`src/rtl/ptab_defs.svh`:
```
`ifndef PTAB_DEFS_SVH
`define PTAB_DEFS_SVH

// register byte offsets on the axi4-lite slave
`define PTAB_RESET_CONTROL_OFF 12'h008
`define PTAB_TABLE_LATCH_OFF 12'h010
`define PTAB_TABLE_POINTER_LOW_OFF 12'h014
`define PTAB_TABLE_POINTER_HIGH_OFF 12'h018
`define PTAB_TABLE_POINTER_UPPER_OFF 12'h01C
`define PTAB_TABLE_OP_OFF 12'h020
`define PTAB_INT_CONTROL_OFF 12'h024
`define PTAB_STATUS_OFF 12'h028

// reset_control field positions and reset value
`define PTAB_RC_PRIO_BIT 7
`define PTAB_RC_LWE_BIT 6
`define PTAB_RC_RESET 8'h1C

// interrupt_control field positions
`define PTAB_IC_GHIGH_BIT 7
`define PTAB_IC_GLOW_BIT 6

// table_op command fields
`define PTAB_OP_WRITE_BIT 2

// program memory vectors
`define PTAB_VEC_HIGH 21'h000008
`define PTAB_VEC_LOW 21'h000018

`endif

```
`src/rtl/ptab_pkg.sv`:
```
package ptab_pkg;
    // pointer update chosen by the instruction variant
    typedef enum logic [1:0] {
        PTAB_UPD_NONE = 2'h0,
        PTAB_UPD_POSTINC = 2'h1,
        PTAB_UPD_POSTDEC = 2'h2,
        PTAB_UPD_PREINC = 2'h3
    } ptab_upd_t;

    typedef enum logic [3:0] {
        PTAB_IDLE = 4'h1,
        PTAB_READ = 4'h2,
        PTAB_PROG = 4'h4,
        PTAB_DONE = 4'h8
    } ptab_state_t;
endpackage

```
`src/rtl/ptab_table_access.sv`:
```
// Decided for this implementation: register access over AXI4-Lite.
`timescale 1ns/1ps
`include "ptab_defs.svh"
module ptab_table_access #(
    parameter int AW = 21,
    parameter int EXT_BASE = 21'h100000
) (
    input wire logic ref_clk,
    input wire logic nrst,
    input wire logic [11:0] s_axi_awaddr,
    input wire logic s_axi_awvalid,
    output logic s_axi_awready,
    input wire logic [31:0] s_axi_wdata,
    input wire logic [3:0] s_axi_wstrb,
    input wire logic s_axi_wvalid,
    output logic s_axi_wready,
    output logic [1:0] s_axi_bresp,
    output logic s_axi_bvalid,
    input wire logic s_axi_bready,
    input wire logic [11:0] s_axi_araddr,
    input wire logic s_axi_arvalid,
    output logic s_axi_arready,
    output logic [31:0] s_axi_rdata,
    output logic [1:0] s_axi_rresp,
    output logic s_axi_rvalid,
    input wire logic s_axi_rready,
    input wire logic vpp_present,
    input wire logic int_flag_any,
    input wire logic int_flag_high,
    input wire logic int_flag_low,
    output logic [21:0] mem_addr,
    output logic mem_rd,
    input wire logic [7:0] mem_rdata,
    output logic mem_prog,
    output logic [15:0] mem_wdata,
    output logic ext_wr,
    output logic [7:0] ext_wdata,
    output logic core_sleep,
    output logic core_vector,
    output logic [20:0] core_vector_addr
);

////////////////////////////////////////////////////////////////////////////////
// input synchronisers for the pin-level inputs
logic [1:0] vpp_s;
logic [1:0] ia_s;
logic [1:0] ih_s;
logic [1:0] il_s;
always_ff @(posedge ref_clk or negedge nrst) begin
    if (!nrst) begin
        vpp_s <= 2'h0;
        ia_s <= 2'h0;
        ih_s <= 2'h0;
        il_s <= 2'h0;
    end else begin
        vpp_s <= {vpp_s[0], vpp_present};
        ia_s <= {ia_s[0], int_flag_any};
        ih_s <= {ih_s[0], int_flag_high};
        il_s <= {il_s[0], int_flag_low};
    end
end
wire vpp_ok = vpp_s[1];

////////////////////////////////////////////////////////////////////////////////
// registers
logic [7:0] table_latch;
logic [7:0] table_pointer_upper;
logic [7:0] table_pointer_high;
logic [7:0] table_pointer_low;
logic [7:0] holding; // not visible to software
logic priority_levels_enable;
logic long_write_enable;
logic global_high_enable;
logic global_low_enable;
ptab_pkg::ptab_state_t state;
ptab_pkg::ptab_upd_t op_upd;
logic op_write;
logic end_ext;

wire [21:0] table_pointer = {table_pointer_upper[5:0], table_pointer_high, table_pointer_low};

// only the low 21 bits move, bit 21 is kept
function automatic logic [21:0] ptr_step(input logic [21:0] p, input logic up);
    logic [20:0] low;
    low = up ? p[20:0] + 21'h000001 : p[20:0] - 21'h000001;
    return {p[21], low};
endfunction

// address of the access being commanded now: pre-increment moves first
// taken from the command word, not the last operation, so the external check sees this access
wire [21:0] access_ptr = (w_data[1:0] == 2'h3) ? ptr_step(table_pointer, 1'b1) : table_pointer;
// pointer after the access
function automatic logic [21:0] ptr_after(input logic [21:0] a, input ptab_pkg::ptab_upd_t u);
    case (u)
        ptab_pkg::PTAB_UPD_POSTINC: return ptr_step(a, 1'b1);
        ptab_pkg::PTAB_UPD_POSTDEC: return ptr_step(a, 1'b0);
        default: return a;
    endcase
endfunction

// external memory sits above the internal range in user space
wire is_ext = (access_ptr[21] == 1'b0) && (access_ptr[20:0] >= EXT_BASE[20:0]);

////////////////////////////////////////////////////////////////////////////////
// axi4-lite write channel: address and data taken in either order
logic aw_held;
logic w_held;
logic [11:0] aw_addr;
logic [31:0] w_data;
logic [3:0] w_strb;
wire wr_go = aw_held && w_held && !s_axi_bvalid;
wire busy = (state != ptab_pkg::PTAB_IDLE);
always_ff @(posedge ref_clk or negedge nrst) begin
    if (!nrst) begin
        aw_held <= 1'b0;
        w_held <= 1'b0;
        aw_addr <= 12'h000;
        w_data <= 32'h00000000;
        w_strb <= 4'h0;
        s_axi_bvalid <= 1'b0;
        s_axi_bresp <= 2'h0;
    end else begin
        if (s_axi_awvalid && s_axi_awready) begin
            aw_held <= 1'b1;
            aw_addr <= s_axi_awaddr;
        end
        if (s_axi_wvalid && s_axi_wready) begin
            w_held <= 1'b1;
            w_data <= s_axi_wdata;
            w_strb <= s_axi_wstrb;
        end
        if (wr_go) begin
            aw_held <= 1'b0;
            w_held <= 1'b0;
            s_axi_bvalid <= 1'b1;
            s_axi_bresp <= wr_known(aw_addr) ? 2'h0 : 2'h2;
        end else if (s_axi_bvalid && s_axi_bready) begin
            s_axi_bvalid <= 1'b0;
        end
    end
end
always_ff @(posedge ref_clk or negedge nrst) begin
    if (!nrst) begin
        s_axi_awready <= 1'b0;
        s_axi_wready <= 1'b0;
    end else begin
        s_axi_awready <= !aw_held && !(s_axi_awvalid && s_axi_awready);
        s_axi_wready <= !w_held && !(s_axi_wvalid && s_axi_wready);
    end
end

// decode shared by write response and read response
function automatic logic wr_known(input logic [11:0] a);
    case (a)
        `PTAB_RESET_CONTROL_OFF, `PTAB_TABLE_LATCH_OFF, `PTAB_TABLE_POINTER_LOW_OFF,
        `PTAB_TABLE_POINTER_HIGH_OFF, `PTAB_TABLE_POINTER_UPPER_OFF, `PTAB_TABLE_OP_OFF,
        `PTAB_INT_CONTROL_OFF, `PTAB_STATUS_OFF: return 1'b1;
        default: return 1'b0;
    endcase
endfunction

wire wr_en = wr_go && w_strb[0];
wire op_cmd = wr_en && (aw_addr == `PTAB_TABLE_OP_OFF) && !busy;

////////////////////////////////////////////////////////////////////////////////
// control bits; the long-write enable only sets, reset alone clears it
always_ff @(posedge ref_clk or negedge nrst) begin
    if (!nrst) begin
        priority_levels_enable <= 1'b0;
        long_write_enable <= 1'b0;
        global_high_enable <= 1'b0;
        global_low_enable <= 1'b0;
    end else if (wr_en && aw_addr == `PTAB_RESET_CONTROL_OFF) begin
        priority_levels_enable <= w_data[`PTAB_RC_PRIO_BIT];
        long_write_enable <= long_write_enable | w_data[`PTAB_RC_LWE_BIT];
    end else if (wr_en && aw_addr == `PTAB_INT_CONTROL_OFF) begin
        global_high_enable <= w_data[`PTAB_IC_GHIGH_BIT];
        global_low_enable <= w_data[`PTAB_IC_GLOW_BIT];
    end
end

////////////////////////////////////////////////////////////////////////////////
// pointer and latch: software writes, or the table operation
always_ff @(posedge ref_clk or negedge nrst) begin
    if (!nrst) begin
        table_pointer_upper <= 8'h00;
        table_pointer_high <= 8'h00;
        table_pointer_low <= 8'h00;
    end else if (op_cmd) begin
        {table_pointer_upper[5:0], table_pointer_high, table_pointer_low} <= 22'h000000;
        table_pointer_upper[7:6] <= 2'h0;
        {table_pointer_upper[5:0], table_pointer_high, table_pointer_low} <=
            ptr_after(w_data[1:0] == 2'h3 ? ptr_step(table_pointer, 1'b1) : table_pointer,
                ptab_pkg::ptab_upd_t'(w_data[1:0]));
    end else if (wr_en && !busy) begin
        if (aw_addr == `PTAB_TABLE_POINTER_LOW_OFF) table_pointer_low <= w_data[7:0];
        if (aw_addr == `PTAB_TABLE_POINTER_HIGH_OFF) table_pointer_high <= w_data[7:0];
        if (aw_addr == `PTAB_TABLE_POINTER_UPPER_OFF) table_pointer_upper <= {2'h0, w_data[5:0]};
    end
end

always_ff @(posedge ref_clk or negedge nrst) begin
    if (!nrst) begin
        table_latch <= 8'h00;
    end else if (state == ptab_pkg::PTAB_READ) begin
        table_latch <= mem_rdata;
    end else if (wr_en && !busy && aw_addr == `PTAB_TABLE_LATCH_OFF) begin
        table_latch <= w_data[7:0];
    end
end

////////////////////////////////////////////////////////////////////////////////
// operation sequencer; the access address is frozen at the command
logic [21:0] op_addr;
wire prog_end_irq = ia_s[1]; // only enabled flagged sources reach here
always_ff @(posedge ref_clk or negedge nrst) begin
    if (!nrst) begin
        state <= ptab_pkg::PTAB_IDLE;
        op_upd <= ptab_pkg::PTAB_UPD_NONE;
        op_write <= 1'b0;
        op_addr <= 22'h000000;
        holding <= 8'h00;
        end_ext <= 1'b0;
    end else begin
        case (state)
            ptab_pkg::PTAB_IDLE: begin
                if (op_cmd) begin
                    op_upd <= ptab_pkg::ptab_upd_t'(w_data[1:0]);
                    op_write <= w_data[`PTAB_OP_WRITE_BIT];
                    op_addr <= (w_data[1:0] == 2'h3) ? ptr_step(table_pointer, 1'b1) : table_pointer;
                    if (!w_data[`PTAB_OP_WRITE_BIT]) begin
                        state <= ptab_pkg::PTAB_READ;
                    end else begin
                        state <= ptab_pkg::PTAB_DONE;
                    end
                end
            end
            ptab_pkg::PTAB_READ: state <= ptab_pkg::PTAB_IDLE;
            ptab_pkg::PTAB_DONE: begin
                // write decision one cycle after command
                if (end_ext) begin
                    state <= ptab_pkg::PTAB_IDLE; // external write ignores enable
                end else if (!op_addr[0]) begin
                    holding <= table_latch; // short write only
                    state <= ptab_pkg::PTAB_IDLE;
                end else if (vpp_ok && long_write_enable) begin
                    state <= ptab_pkg::PTAB_PROG;
                end else begin
                    state <= ptab_pkg::PTAB_IDLE; // memory untouched
                end
            end
            ptab_pkg::PTAB_PROG: begin
                if (prog_end_irq) state <= ptab_pkg::PTAB_IDLE; // flag left to software
            end
            default: state <= ptab_pkg::PTAB_IDLE;
        endcase
        if (op_cmd) end_ext <= is_ext;
    end
end

////////////////////////////////////////////////////////////////////////////////
// memory strobes and core control outputs
wire [21:0] blk = {op_addr[21:1], 1'b0};
always_ff @(posedge ref_clk or negedge nrst) begin
    if (!nrst) begin
        mem_addr <= 22'h000000;
        mem_rd <= 1'b0;
        mem_prog <= 1'b0;
        mem_wdata <= 16'h0000;
        ext_wr <= 1'b0;
        ext_wdata <= 8'h00;
        core_sleep <= 1'b0;
    end else begin
        mem_rd <= op_cmd && !w_data[`PTAB_OP_WRITE_BIT];
        if (op_cmd) mem_addr <= (w_data[1:0] == 2'h3) ? ptr_step(table_pointer, 1'b1) : table_pointer;
        else if (state == ptab_pkg::PTAB_DONE) mem_addr <= blk;
        ext_wr <= (state == ptab_pkg::PTAB_DONE) && end_ext;
        ext_wdata <= table_latch;
        // programming held for the whole sleep
        mem_prog <= (state == ptab_pkg::PTAB_DONE && !end_ext && op_addr[0] && vpp_ok && long_write_enable) ||
            (state == ptab_pkg::PTAB_PROG && !prog_end_irq);
        if (state == ptab_pkg::PTAB_DONE) mem_wdata <= {table_latch, holding};
        core_sleep <= (state == ptab_pkg::PTAB_DONE && !end_ext && op_addr[0] && vpp_ok && long_write_enable) ||
            (state == ptab_pkg::PTAB_PROG && !prog_end_irq);
    end
end

// vectoring choice when the interrupt ends programming
wire hi_go = priority_levels_enable ? (ih_s[1] && global_high_enable) : global_high_enable;
wire lo_go = priority_levels_enable && il_s[1] && global_low_enable;
always_ff @(posedge ref_clk or negedge nrst) begin
    if (!nrst) begin
        core_vector <= 1'b0;
        core_vector_addr <= 21'h000000;
    end else begin
        core_vector <= 1'b0;
        if (state == ptab_pkg::PTAB_PROG && prog_end_irq) begin
            // global enable clear: continue with next instruction
            core_vector <= hi_go || lo_go;
            core_vector_addr <= hi_go ? `PTAB_VEC_HIGH : `PTAB_VEC_LOW;
        end
    end
end

////////////////////////////////////////////////////////////////////////////////
// read channel, one cycle after the address is taken
always_ff @(posedge ref_clk or negedge nrst) begin
    if (!nrst) begin
        s_axi_arready <= 1'b0;
        s_axi_rvalid <= 1'b0;
        s_axi_rdata <= 32'h00000000;
        s_axi_rresp <= 2'h0;
    end else begin
        s_axi_arready <= !s_axi_rvalid && !(s_axi_arvalid && s_axi_arready);
        if (s_axi_arvalid && s_axi_arready) begin
            s_axi_rvalid <= 1'b1;
            s_axi_rresp <= wr_known(s_axi_araddr) ? 2'h0 : 2'h2;
            case (s_axi_araddr)
                `PTAB_RESET_CONTROL_OFF: s_axi_rdata <= {24'h000000, priority_levels_enable,
                    long_write_enable, 6'h1C};
                `PTAB_TABLE_LATCH_OFF: s_axi_rdata <= {24'h000000, table_latch};
                `PTAB_TABLE_POINTER_LOW_OFF: s_axi_rdata <= {24'h000000, table_pointer_low};
                `PTAB_TABLE_POINTER_HIGH_OFF: s_axi_rdata <= {24'h000000, table_pointer_high};
                `PTAB_TABLE_POINTER_UPPER_OFF: s_axi_rdata <= {24'h000000, table_pointer_upper};
                `PTAB_INT_CONTROL_OFF: s_axi_rdata <= {24'h000000, global_high_enable, global_low_enable, 6'h00};
                `PTAB_STATUS_OFF: s_axi_rdata <= {28'h0000000, state};
                default: s_axi_rdata <= 32'h00000000;
            endcase
        end else if (s_axi_rvalid && s_axi_rready) begin
            s_axi_rvalid <= 1'b0;
        end
    end
end

endmodule

```
`config.mk`:
```
export PLATFORM = sky130hd
export DESIGN_NAME = ptab_table_access
export DESIGN_NICKNAME = d
export VERILOG_FILES = /design/src/rtl/ptab_pkg.sv /design/src/rtl/ptab_table_access.sv
export VERILOG_INCLUDE_DIRS = /design/src /design/src/rtl
export SDC_FILE = /design/constraint.sdc
export NUM_CORES = 1
export LEC_CHECK = 0
export BUFFER_PORTS_ARGS = -buffer_cell sky130_fd_sc_hd__buf_4
export CAP_MARGIN = 5
export CORE_MARGIN = 2
export CORE_UTILIZATION = 45
export DETAILED_ROUTE_END_ITERATION = 10
export GPL_ROUTABILITY_DRIVEN = 0
export PLACE_DENSITY = 0.77
export SLEW_MARGIN = 30
export SYNTH_ARGS = -nofsm -noshare
export SYNTH_HDL_FRONTEND = slang
export SYNTH_SLANG_ARGS = --single-unit
```
`constraint.sdc`:
```
create_clock -name ref_clk -period 5.9 [get_ports ref_clk]
set_input_delay 0.295 -clock ref_clk [delete_from_list [all_inputs] [get_ports ref_clk]]
set_output_delay 0.295 -clock ref_clk [all_outputs]
set_load 0.01 [all_outputs]
```
# Word level (Yosys, flattened, before mapping)
# Index checks and enable logic that the tools add are counted.
dict set report word_totals {
  reg_bits 214
  in_bits 79
  output_inout_bits 113
  wordCells 174
}
dict set report op_classes {
  n_addsub 3
  n_lt_le_gt_ge 1
  eq_ne 26
  mux 40
  bitwise 5
  n_reduce_logical 62
}
# operator count
set ops {}
lappend ops {{== test 12 x 5 -> 1 bit (second input constant)} 8}
lappend ops {{two-way mux 8 bit} 11}
lappend ops {{== test 12 x 6 -> 1 bit (second input constant)} 6}
lappend ops {{case mux 8 bit (7 select lines)} 1}
lappend ops {{two-way mux 22 bit} 2}
lappend ops {{adder 21 x 1 -> 21 bit (second input constant)} 2}
lappend ops {{case mux 21 bit (2 select lines)} 1}
lappend ops {{logical AND 1 bit} 30}
lappend ops {{== test 12 x 4 -> 1 bit (second input constant)} 2}
lappend ops {{>= comparator 21 bit (second input constant)} 1}
lappend ops {{two-way mux 21 bit} 1}
lappend ops {{subtractor 21 x 1 -> 21 bit (second input constant)} 1}
lappend ops {{nonzero test 2 bit} 10}
lappend ops {{OR reduction 8 bit} 2}
lappend ops {{two-way mux 1 bit} 14}
lappend ops {{two-way mux 4 bit} 3}
lappend ops {{case mux 4 bit (3 select lines)} 1}
lappend ops {{AND reduction 2 bit} 6}
lappend ops {{logical NOT 1 bit} 11}
lappend ops {{two-way mux 3 bit} 3}
lappend ops {{two-way mux 5 bit} 1}
lappend ops {{== test 2 bit (second input constant)} 2}
lappend ops {{== test 4 x 1 -> 1 bit (second input constant)} 1}
lappend ops {{== test 4 x 2 -> 1 bit (second input constant)} 1}
lappend ops {{other kinds (10)} 16}

# Depth between registers and ports, before layout
# Gate-level depths: netlist of the first run.
dict set report logic_depth {
  word_depth 7
  mapped_depth 16
  ltp_nobuf 15
}

# Worst setup path before layout of the first run
# OpenSTA, ideal clock, no wires.
dict set report synth_path {
  kind {register -> register}
  start {register w_data[1]}
  end {register table_pointer_high[7]}
  setup_time_ns 0.138
  arrival_time_ns 3.670
  t_required_ns 5.762
  setup_slack_ns 2.092
  path_stages_with_launch 16
  path_buffers 2
  period_less_slack_ns 3.808
  path_cell_list {dfrtp_1 > ha_1 > buf_2 > nand3_4 > nor4_2 > xnor2_1 > inv_1 > ha_1 > buf_1 > a21o_1 > o211ai_2 > or3b_1 > or4_1 > nand3b_1 > mux2i_1 > o211ai_1}
}
dict set report synth_via {
  elab_chain_len 5
  elab_cells_between_ends 8
  cone_classes {add/sub: 2; eq/ne: 3; mux: 3}
}
# item line
set synth_rtl {}
lappend synth_rtl {{start: declaration} ptab_table_access.sv:109} ;# logic [31:0] w_data;
lappend synth_rtl {{start signal: assignment} ptab_table_access.sv:129} ;# w_data <= s_axi_wdata;
lappend synth_rtl {{== test 2 bit} ptab_table_access.sv:193} ;# ptr_after(w_data[1:0] == 2'h3 ? ptr_step(table_pointer, 1'b1) : table_pointer,
lappend synth_rtl {{two-way mux 21 bit} ptab_table_access.sv:193}
lappend synth_rtl {{subtractor 21 x 1 -> 21 bit / adder 21 x 1 -> 21 bit (equally long branches)} n/a}
lappend synth_rtl {{case mux 21 bit (2 select lines) (*)} ptab_table_access.sv:94} ;# case (u)
lappend synth_rtl {{two-way mux 8 bit (*)} ptab_table_access.sv:189} ;# end else if (op_cmd) begin
lappend synth_rtl {{end signal: assignment} ptab_table_access.sv:192} ;# {table_pointer_upper[5:0], table_pointer_high, table_pointer_low} <=
lappend synth_rtl {{end signal: assignment} ptab_table_access.sv:197} ;# if (aw_addr == `PTAB_TABLE_POINTER_HIGH_OFF) table_pointer_high <= w_data[7:0];
lappend synth_rtl {{end: declaration} ptab_table_access.sv:68} ;# logic [7:0] table_pointer_high;
# Every way passes the cells marked *; elsewhere a longest branch is shown, timed or not.
# A chain may end at the register's enable or synchronous reset.

# Final worst setup path of the first run
# Ends and elaborated chain as after synthesis.

==> summary.txt, run 1 <==
Hold path
  • Hold WC Path Type: in -> reg

Power and ir drop
  • P_leak: 5.225 nW
  • Total power: 3.502 mW
  • Worst VDD drop: 0.0002212 V
  • Pwr per Cell Area: 316.8 mW/mm^2

STA
  • RSZ-0062 raised after global routing: no
  • Pins Over Slew Limit: 0
  • Setup violators final: 0
  • Final Critical Period: 4704 ps
  • Fin. Hold Viols: 0
  • Least-Margin Pin Slew: 952.2 ps
  • Setup Skew: 7.855 ps
  • Max-slew headroom: 36.33%
  • TNS Setup: 0 ps
  • Fmax: 0.2126 GHz
  • Final clock period utilization by the worst path: 79.74%

Clock network
  • Post-CTS sizing: 0
  • Number of H-tree levels: 4
  • CTS buffer count: 17
  • Root buffer cell: clkbuf_16
  • Clk Latency, worst-skew pair: 440 ps
  • CTS Hold Buffers Added: 5
  • Postcts setup bufs: 0
  • Clk slew on worst S/H paths: 70 ps
  • CTS tree: yes
  • Clk sinks: 167
  • Worst-case clock buffer depth: 2

Cells and area
  • # fillers: 1870
  • Layout cells sized above 1: 22.60%
  • ANT cells: 0
  • Storage cell area: 0.004180 mm^2
  • Final #Nets: 1189
  • Final instance area: 0.01105 mm^2
  • Area Overhead vs Synth: 16.68%
  • Area occupied by multi-input gates: 0.004837 mm^2
  • Final Instance Count excl. Fillers: 1381
  • Util after Layout: 53.08%

Place
  • Port bufs: 119
  • Dpl cells: 1344
  • Placed cell area: 0.01040 mm^2
  • Detailed placement HPWL: 17.49 mm

Route
  • Via/cell ratio: 5.692
  • Via count: 7860
  • DR pass1 iterations: 6
  • Met3 routed WL: 1.560 mm
  • Final ANT Viol Nets: 0
  • Met2 wire length: 11.93 mm
  • WL met1: 10.16 mm
  • DR iter-0 viols: 829
  • Drt wl/cell: 17.67 um
  • DRC Markers: 0
  • Detailed Route WL: 24.41 mm
  • Top sig layer: met4

Synthesis
  • Number of flops mapped to enable cells by yosys: 0
  • Cell accounting for the most synthesized area: dfrtp_1
  • Mapped Cells: 995
  • FF+latch count, synth: 167
  • Combinational family with the most area after synthesis: simple AND/OR/NAND/NOR gates
  • Mux cell area share after synthesis: 8.968%
  • Share of flip-flops with an asynchronous set or reset: 100.0%
  • Synth Area in XOR/XNOR: 2.589%
  • Post-Syn Area: 0.009473 mm^2
  • Synth Area in Simple Gates: 20.51%
  • Synth Area in Compound Gates: 14.57%
  • Top area cells in the synthesized netlist: dfrtp_1 44%, nand2_1 6.5%, mux2_2 6.1%
  • Synthesized-area fraction occupied by adder cells: 2.325%
  • Avg Cell Area, Syn: 9.520 um^2
  • Synth Warn #: 0
  • Count of cell types in the netlist: 94
  • Synth Flop Type: dfrtp_1
  • Sequential-to-total area share from yosys stat: 44.13%
  • Top-area cell type share of the netlist area: 43.85%

Critical path
  • Setup crit end: table_pointer_high[7]$_DFFE_PN0P_
  • Worst EP arrival: 5000 ps
  • Reg2reg path depth: 14
  • Kind of critical path: reg -> reg
  • Crit path largest cell delay: 560 ps
  • Largest delay share family, worst path: simple AND/OR/NAND/NOR gates
  • Worst R2R Start: w_data[1]$_DFFE_PN0P_
  • Startpoint types: register
  • Critical path required time: 6190 ps
  • Worst path depth: 14
  • WP buf/inv: 1
  • R2r setup slk: 1200 ps
  • Critical path fanouts, max: 9
  • Setup crit start: w_data[1]$_DFFE_PN0P_
  • CP max-delay cell: nor4_2
  • Capturing point of the worst reg2reg path: table_pointer_high[7]$_DFFE_PN0P_
  • Crit end category: register
  • Cell Chain, Critical Path: ha_1, nand3_4, nor4_2, xnor2_1, inv_1, ha_1, nand2_1, mux2i_1, o211ai_2, or3b_1, or4_1, nand3b_1, mux2i_1, o211ai_1

Floorplanning
  • Die Wd: 149.1 um
  • # IOs: 192
  • Die Footprint: 0.02223 mm^2
  • Die Y-Extent: 149.1 um
  • Row count: 53
  • Initial Utilization: 45.49%
  • Total core area: 0.02082 mm^2

Global routing
  • Number of global-route vias before repair: 7566
  • Remaining Overflow, GRT: 0
  • Initial antenna violation count: 0
  • First-pass GRT wire length: 39.89 mm
  • Maximum number of pins on one net before global-route repair: 95
  • GRT Total Usage: 22.85%

Flow run
  • Max-cap violations: 0

Outcome
  • Status: finished clean
cells in the mapped netlist (8+ instances only):
cell type	n
dfrtp_1	166
nand2_1	163
nor2_1	85
a21oi_1	59
mux2_2	51
buf_4	47
o21ai_0	36
clkbuf_1	31
nand3_1	26
inv_1	25
nor3_1	23
xnor2_1	21
mux2i_1	17
ha_1	16
a211oi_1	12
nor4_1	11
and3_1	10
buf_2	10
o21a_1	8
o31ai_1	8
or4_1	8
cells in the final DEF (no fill, tap or decap), drive strengths merged, types with 5 or more instances in the layout:
cell type      n
a211oi        13
a21o           5
a21oi         59
a22oi          5
a31oi          7
and2           6
and3          10
buf          126
clkbuf        18
clkinv         5
conb          45
dfrtp        166
dlygate4sd3    5
ha            16
inv           33
mux2          52
mux2i         17
nand2        164
nand2b         6
nand3         28
nand4          8
nor2          85
nor2b          6
nor3          25
nor4          15
o211ai         5
o21a           9
o21ai         39
o31ai          9
or4           10
xnor2         21
xor2           7
worst min-delay path by stage:
stage | start | endpoint | slack, ps | cells past startpoint
global placement | vpp_s[0]$_DFF_PN0_ | vpp_s[1]$_DFF_PN0_ | 330 | 0
CTS | s_axi_bready | s_axi_bvalid$_DFFE_PN0P_ | 20 | 2
floorplan | nrst | aw_addr[0]$_DFFE_PN0P_ | -0.6 | 0
global route | s_axi_bready | s_axi_bvalid$_DFFE_PN0P_ | 30 | 2
detailed placement | vpp_s[0]$_DFF_PN0_ | vpp_s[1]$_DFF_PN0_ | 340 | 0
finish | s_axi_bready | s_axi_bvalid$_DFFE_PN0P_ | 30 | 2
final cells by class:
class,instances,share of cell area [%]
Clock inverter,14,1.404
Tap cell,275,3.113
Clock buffer,18,3.973
Inverter,25,0.8490
Timing Repair Buffer,131,9.079
Multi-Input combinational cell,751,43.76
Sequential cell,167,37.82
cells by family (layout without fill, tap and decap cells):
kind of cell	count (synthesis)	in the layout
flops	167	167
xor+xnor	28	28
simple gates	390	390
buf+inv	121	188
mux	73	73
compound gates	198	198
fa+ha+maj	17	17
other cells	1	45
registers in the layout, indices dropped and copies added (netlist names), 4 cells and up:
name,cells
mem_addr,22
op_addr,22
mem_wdata,16
aw_addr,12
ext_wdata,8
holding,8
s_axi_rdata,8
table_latch,8
table_pointer_high,8
table_pointer_low,8
w_data,8
table_pointer_upper,6
state,4
where the power goes:
group,switching (mW),leakage [nW],internal (mW),total (mW)
Combinational,0.599,2.77,0.378,0.977
Clock,0.511,0.295,0.612,1.12
Sequential,0.148,2.16,1.25,1.40
routing by layer:
metal / up-vias / track usage [%]
met3: 61 / 4.190
met5: - / 0
met4: 0 / 9.429
met1: 3822 / 30.24
li1: 3650 / -
met2: 327 / 37.17
per-stage QoR:
step	hold WS, ps	worst slack, ps
after global routing	32.81	941.0
final	30.20	1196
after floorplan	-0.5911	2092
after global placement	333.0	1375
after CTS	24.75	1233
after detailed placement	337.2	1315
No activity file was read; power rests on OpenSTA's default activity.
==> run 2, diff against run 1 <==
clock period = 4.6 ns   (was 5.9 ns; I/O delays follow)
==> run 2 against run 1 <==
Effect of this change:
- die area is the same
- clock power grew 27%
- clock skew grew 3.6 ps
- sequential share of layout area shrank 0.57 points
==> summary.txt, run 2 (synthesized netlist as in run 1, its figures left out) <==
Power and ir drop
  • Comb pwr share: 28.7%
  • Sw power: 1.594 mW
  • Worst VDD drop: 0.0002805 V
  • Reg power frac: 39.6%
  • Clock share of power: 31.7%
  • Pint: 2.898 mW
  • Total power: 4.492 mW
  • P_leak: 5.318 nW
  • Switching Fraction: 35.49%
  • Pwr per Cell Area: 400.3 mW/mm^2

Place
  • Detailed placement HPWL: 18.00 mm
  • Post-Place Worst Slack: 531.6 ps
  • Port bufs: 119

Clock network
  • Number of H-tree levels: 4
  • CTS tree: yes
  • CTS buffer count: 17
  • Clk slew on worst S/H paths: 70 ps
  • Clk Latency, worst-skew pair: 440 ps
  • Root buffer cell: clkbuf_16
  • Postcts setup bufs: 0
  • Worst-case clock buffer depth: 2
  • Clk sinks: 167

STA
  • TNS Setup: 0 ps
  • RSZ-0062 raised after global routing: no
  • Setup Skew: 11.47 ps
  • Max-slew headroom: 41.76%
  • Final Critical Period: 4163 ps
  • Setup violators final: 0
  • Least-Margin Pin Slew: 868.4 ps
  • Fin. Hold Viols: 0
  • Final Worst Setup Slack: 436.6 ps
  • Fmax: 0.2402 GHz
  • Pins Over Slew Limit: 0
  • Final clock period utilization by the worst path: 90.51%

Outcome
  • Status: finished clean

Floorplanning
  • # IOs: 192
  • Total core area: 0.02082 mm^2
  • Die Footprint: 0.02223 mm^2
  • Initial Utilization: 45.49%
  • Die Y-Extent: 149.1 um
  • Die Wd: 149.1 um
  • Row count: 53

Global routing
  • Initial antenna violation count: 0
  • Remaining Overflow, GRT: 0
  • GRT Total Usage: 22.97%
  • Maximum number of pins on one net before global-route repair: 72
  • First-pass GRT wire length: 39.94 mm
  • Number of global-route vias before repair: 7686

Flow run
  • Max-cap violations: 0

Cells and area
  • Layout cells sized above 1: 23.56%
  • Biggest regs: mem_addr (22), op_addr (22), mem_wdata (16)
  • Final #Nets: 1212
  • # fillers: 1847
  • ANT cells: 0
  • Commonest non-fill, non-tap cell in the layout: dfrtp_1
  • Most frequent cells in the layout: 166 x dfrtp_1, 163 x nand2_1, 143 x buf_4, 84 x nor2_1, 59 x a21oi_1
  • Area Overhead vs Synth: 18.47%

Critical path
  • Critical path fanouts, max: 8
  • Startpoint types: register
  • Crit end category: register
  • Critical path required time: 4890 ps
  • Kind of critical path: reg -> reg
  • Worst EP arrival: 4450 ps

Route
  • Via/cell ratio: 5.621
  • Via count: 7892
  • Final ANT Viol Nets: 0
  • Detailed Route WL: 24.57 mm
  • DRC Markers: 0
  • DR iter-0 viols: 704
  • DR pass1 iterations: 6
  • Drt wl/cell: 17.50 um

Hold path
  • Hold WC Path Type: in -> reg
run 2: cell count changes in the layout (fill, tap and decap cells not counted):
cell,delta
buf_6,-1
clkbuf_1,+2
dlygate4sd3_1,+5
inv_6,-3
buf_4,+19
clkinvlp_4,+1
inv_8,+1
clkinv_4,+1
clkinv_8,-1
clkinv_2,-1
run 2: repair_timing:
action | 4_1_cts | 5_1_grt
gates resized for setup | 0 | 0
hold endpoints to repair | 77 | 0
hold buffers | 10 | 0
run 2: critical path, cell delays in order (launching register included):
cell	delay [ps]
dfrtp_1	520
nand4_2	340
nor4_2	600
xnor2_1	200
inv_1	90
ha_1	390
nand2_1	100
mux2i_1	80
o211ai_2	170
or3b_1	410
or4_1	530
nand3b_1	130
mux2i_1	320
o211ai_1	140
run 2: area by class of cell:
class / instances / area (um^2) / share of cell area, %
clock buffer: 20 / 446.7 / 3.980
inverter: 25 / 93.84 / 0.8362
timing repair buffer: 154 / 1185 / 10.56
sequential: 167 / 4180 / 37.25
multi-input combinational: 751 / 4837 / 43.10
tap: 275 / 344.1 / 3.066
clock inverter: 12 / 135.1 / 1.204
run 2: power groups by stage:
stage / combinational (mW) / clock, mW / sequential (mW)
2_1_floorplan: 0.910 / 0 / 1.74
3_3_place_gp: 1.23 / 0 / 1.79
3_5_place_dp: 1.25 / 0 / 1.80
4_1_cts: 1.27 / 1.45 / 1.77
5_1_grt: 1.40 / 1.52 / 1.80
6_report: 1.29 / 1.42 / 1.78
run 2: worst paths after layout:
| check | startpoint | to | slack (ps) | cells after the start |
|---|---|---|---|---|
| max | table_pointer_low[5]$_DFFE_PN0P_ | table_pointer_high[7]$_DFFE_PN0P_ | 440 | 13 |
| min | s_axi_awaddr[11] | aw_addr[11]$_DFFE_PN0P_ | 20 | 2 |
| max reg2reg | table_pointer_low[5]$_DFFE_PN0P_ | table_pointer_high[7]$_DFFE_PN0P_ | 440 | 13 |
| min reg2reg | ih_s[0]$_DFF_PN0_ | ih_s[1]$_DFF_PN0_ | 350 | 0 |
| max in group asynchronous | nrst | mem_wdata[5]$_DFFE_PN0P_ | 3080 | 3 |
| min in group asynchronous | nrst | s_axi_awready$_DFF_PN0_ | 350 | 2 |
run 2: through the flow:
| stage | instance area (um^2) | hold slack [ps] | utilization (%) | instances |
|---|---|---|---|---|
| after floorplan | 9638 | -65.59 | - | 1039 |
| after global placement | 10530 | 274.4 | 50.56 | 1362 |
| after detailed placement | 10540 | 280.1 | 50.60 | 1362 |
| after CTS | 11220 | 3.943 | 53.88 | 1404 |
| after global routing | 11220 | 13.28 | 53.89 | 1404 |
| final | 11220 | 18.55 | 53.89 | 1404 |
run 2: per-layer routing:
layer / GRT usage, % / share of wire, %
met1: 30.06 / 42
met5: 0 / 0
met4: 10.81 / 3.5
met2: 37.24 / 48
met3: 4.037 / 7.0
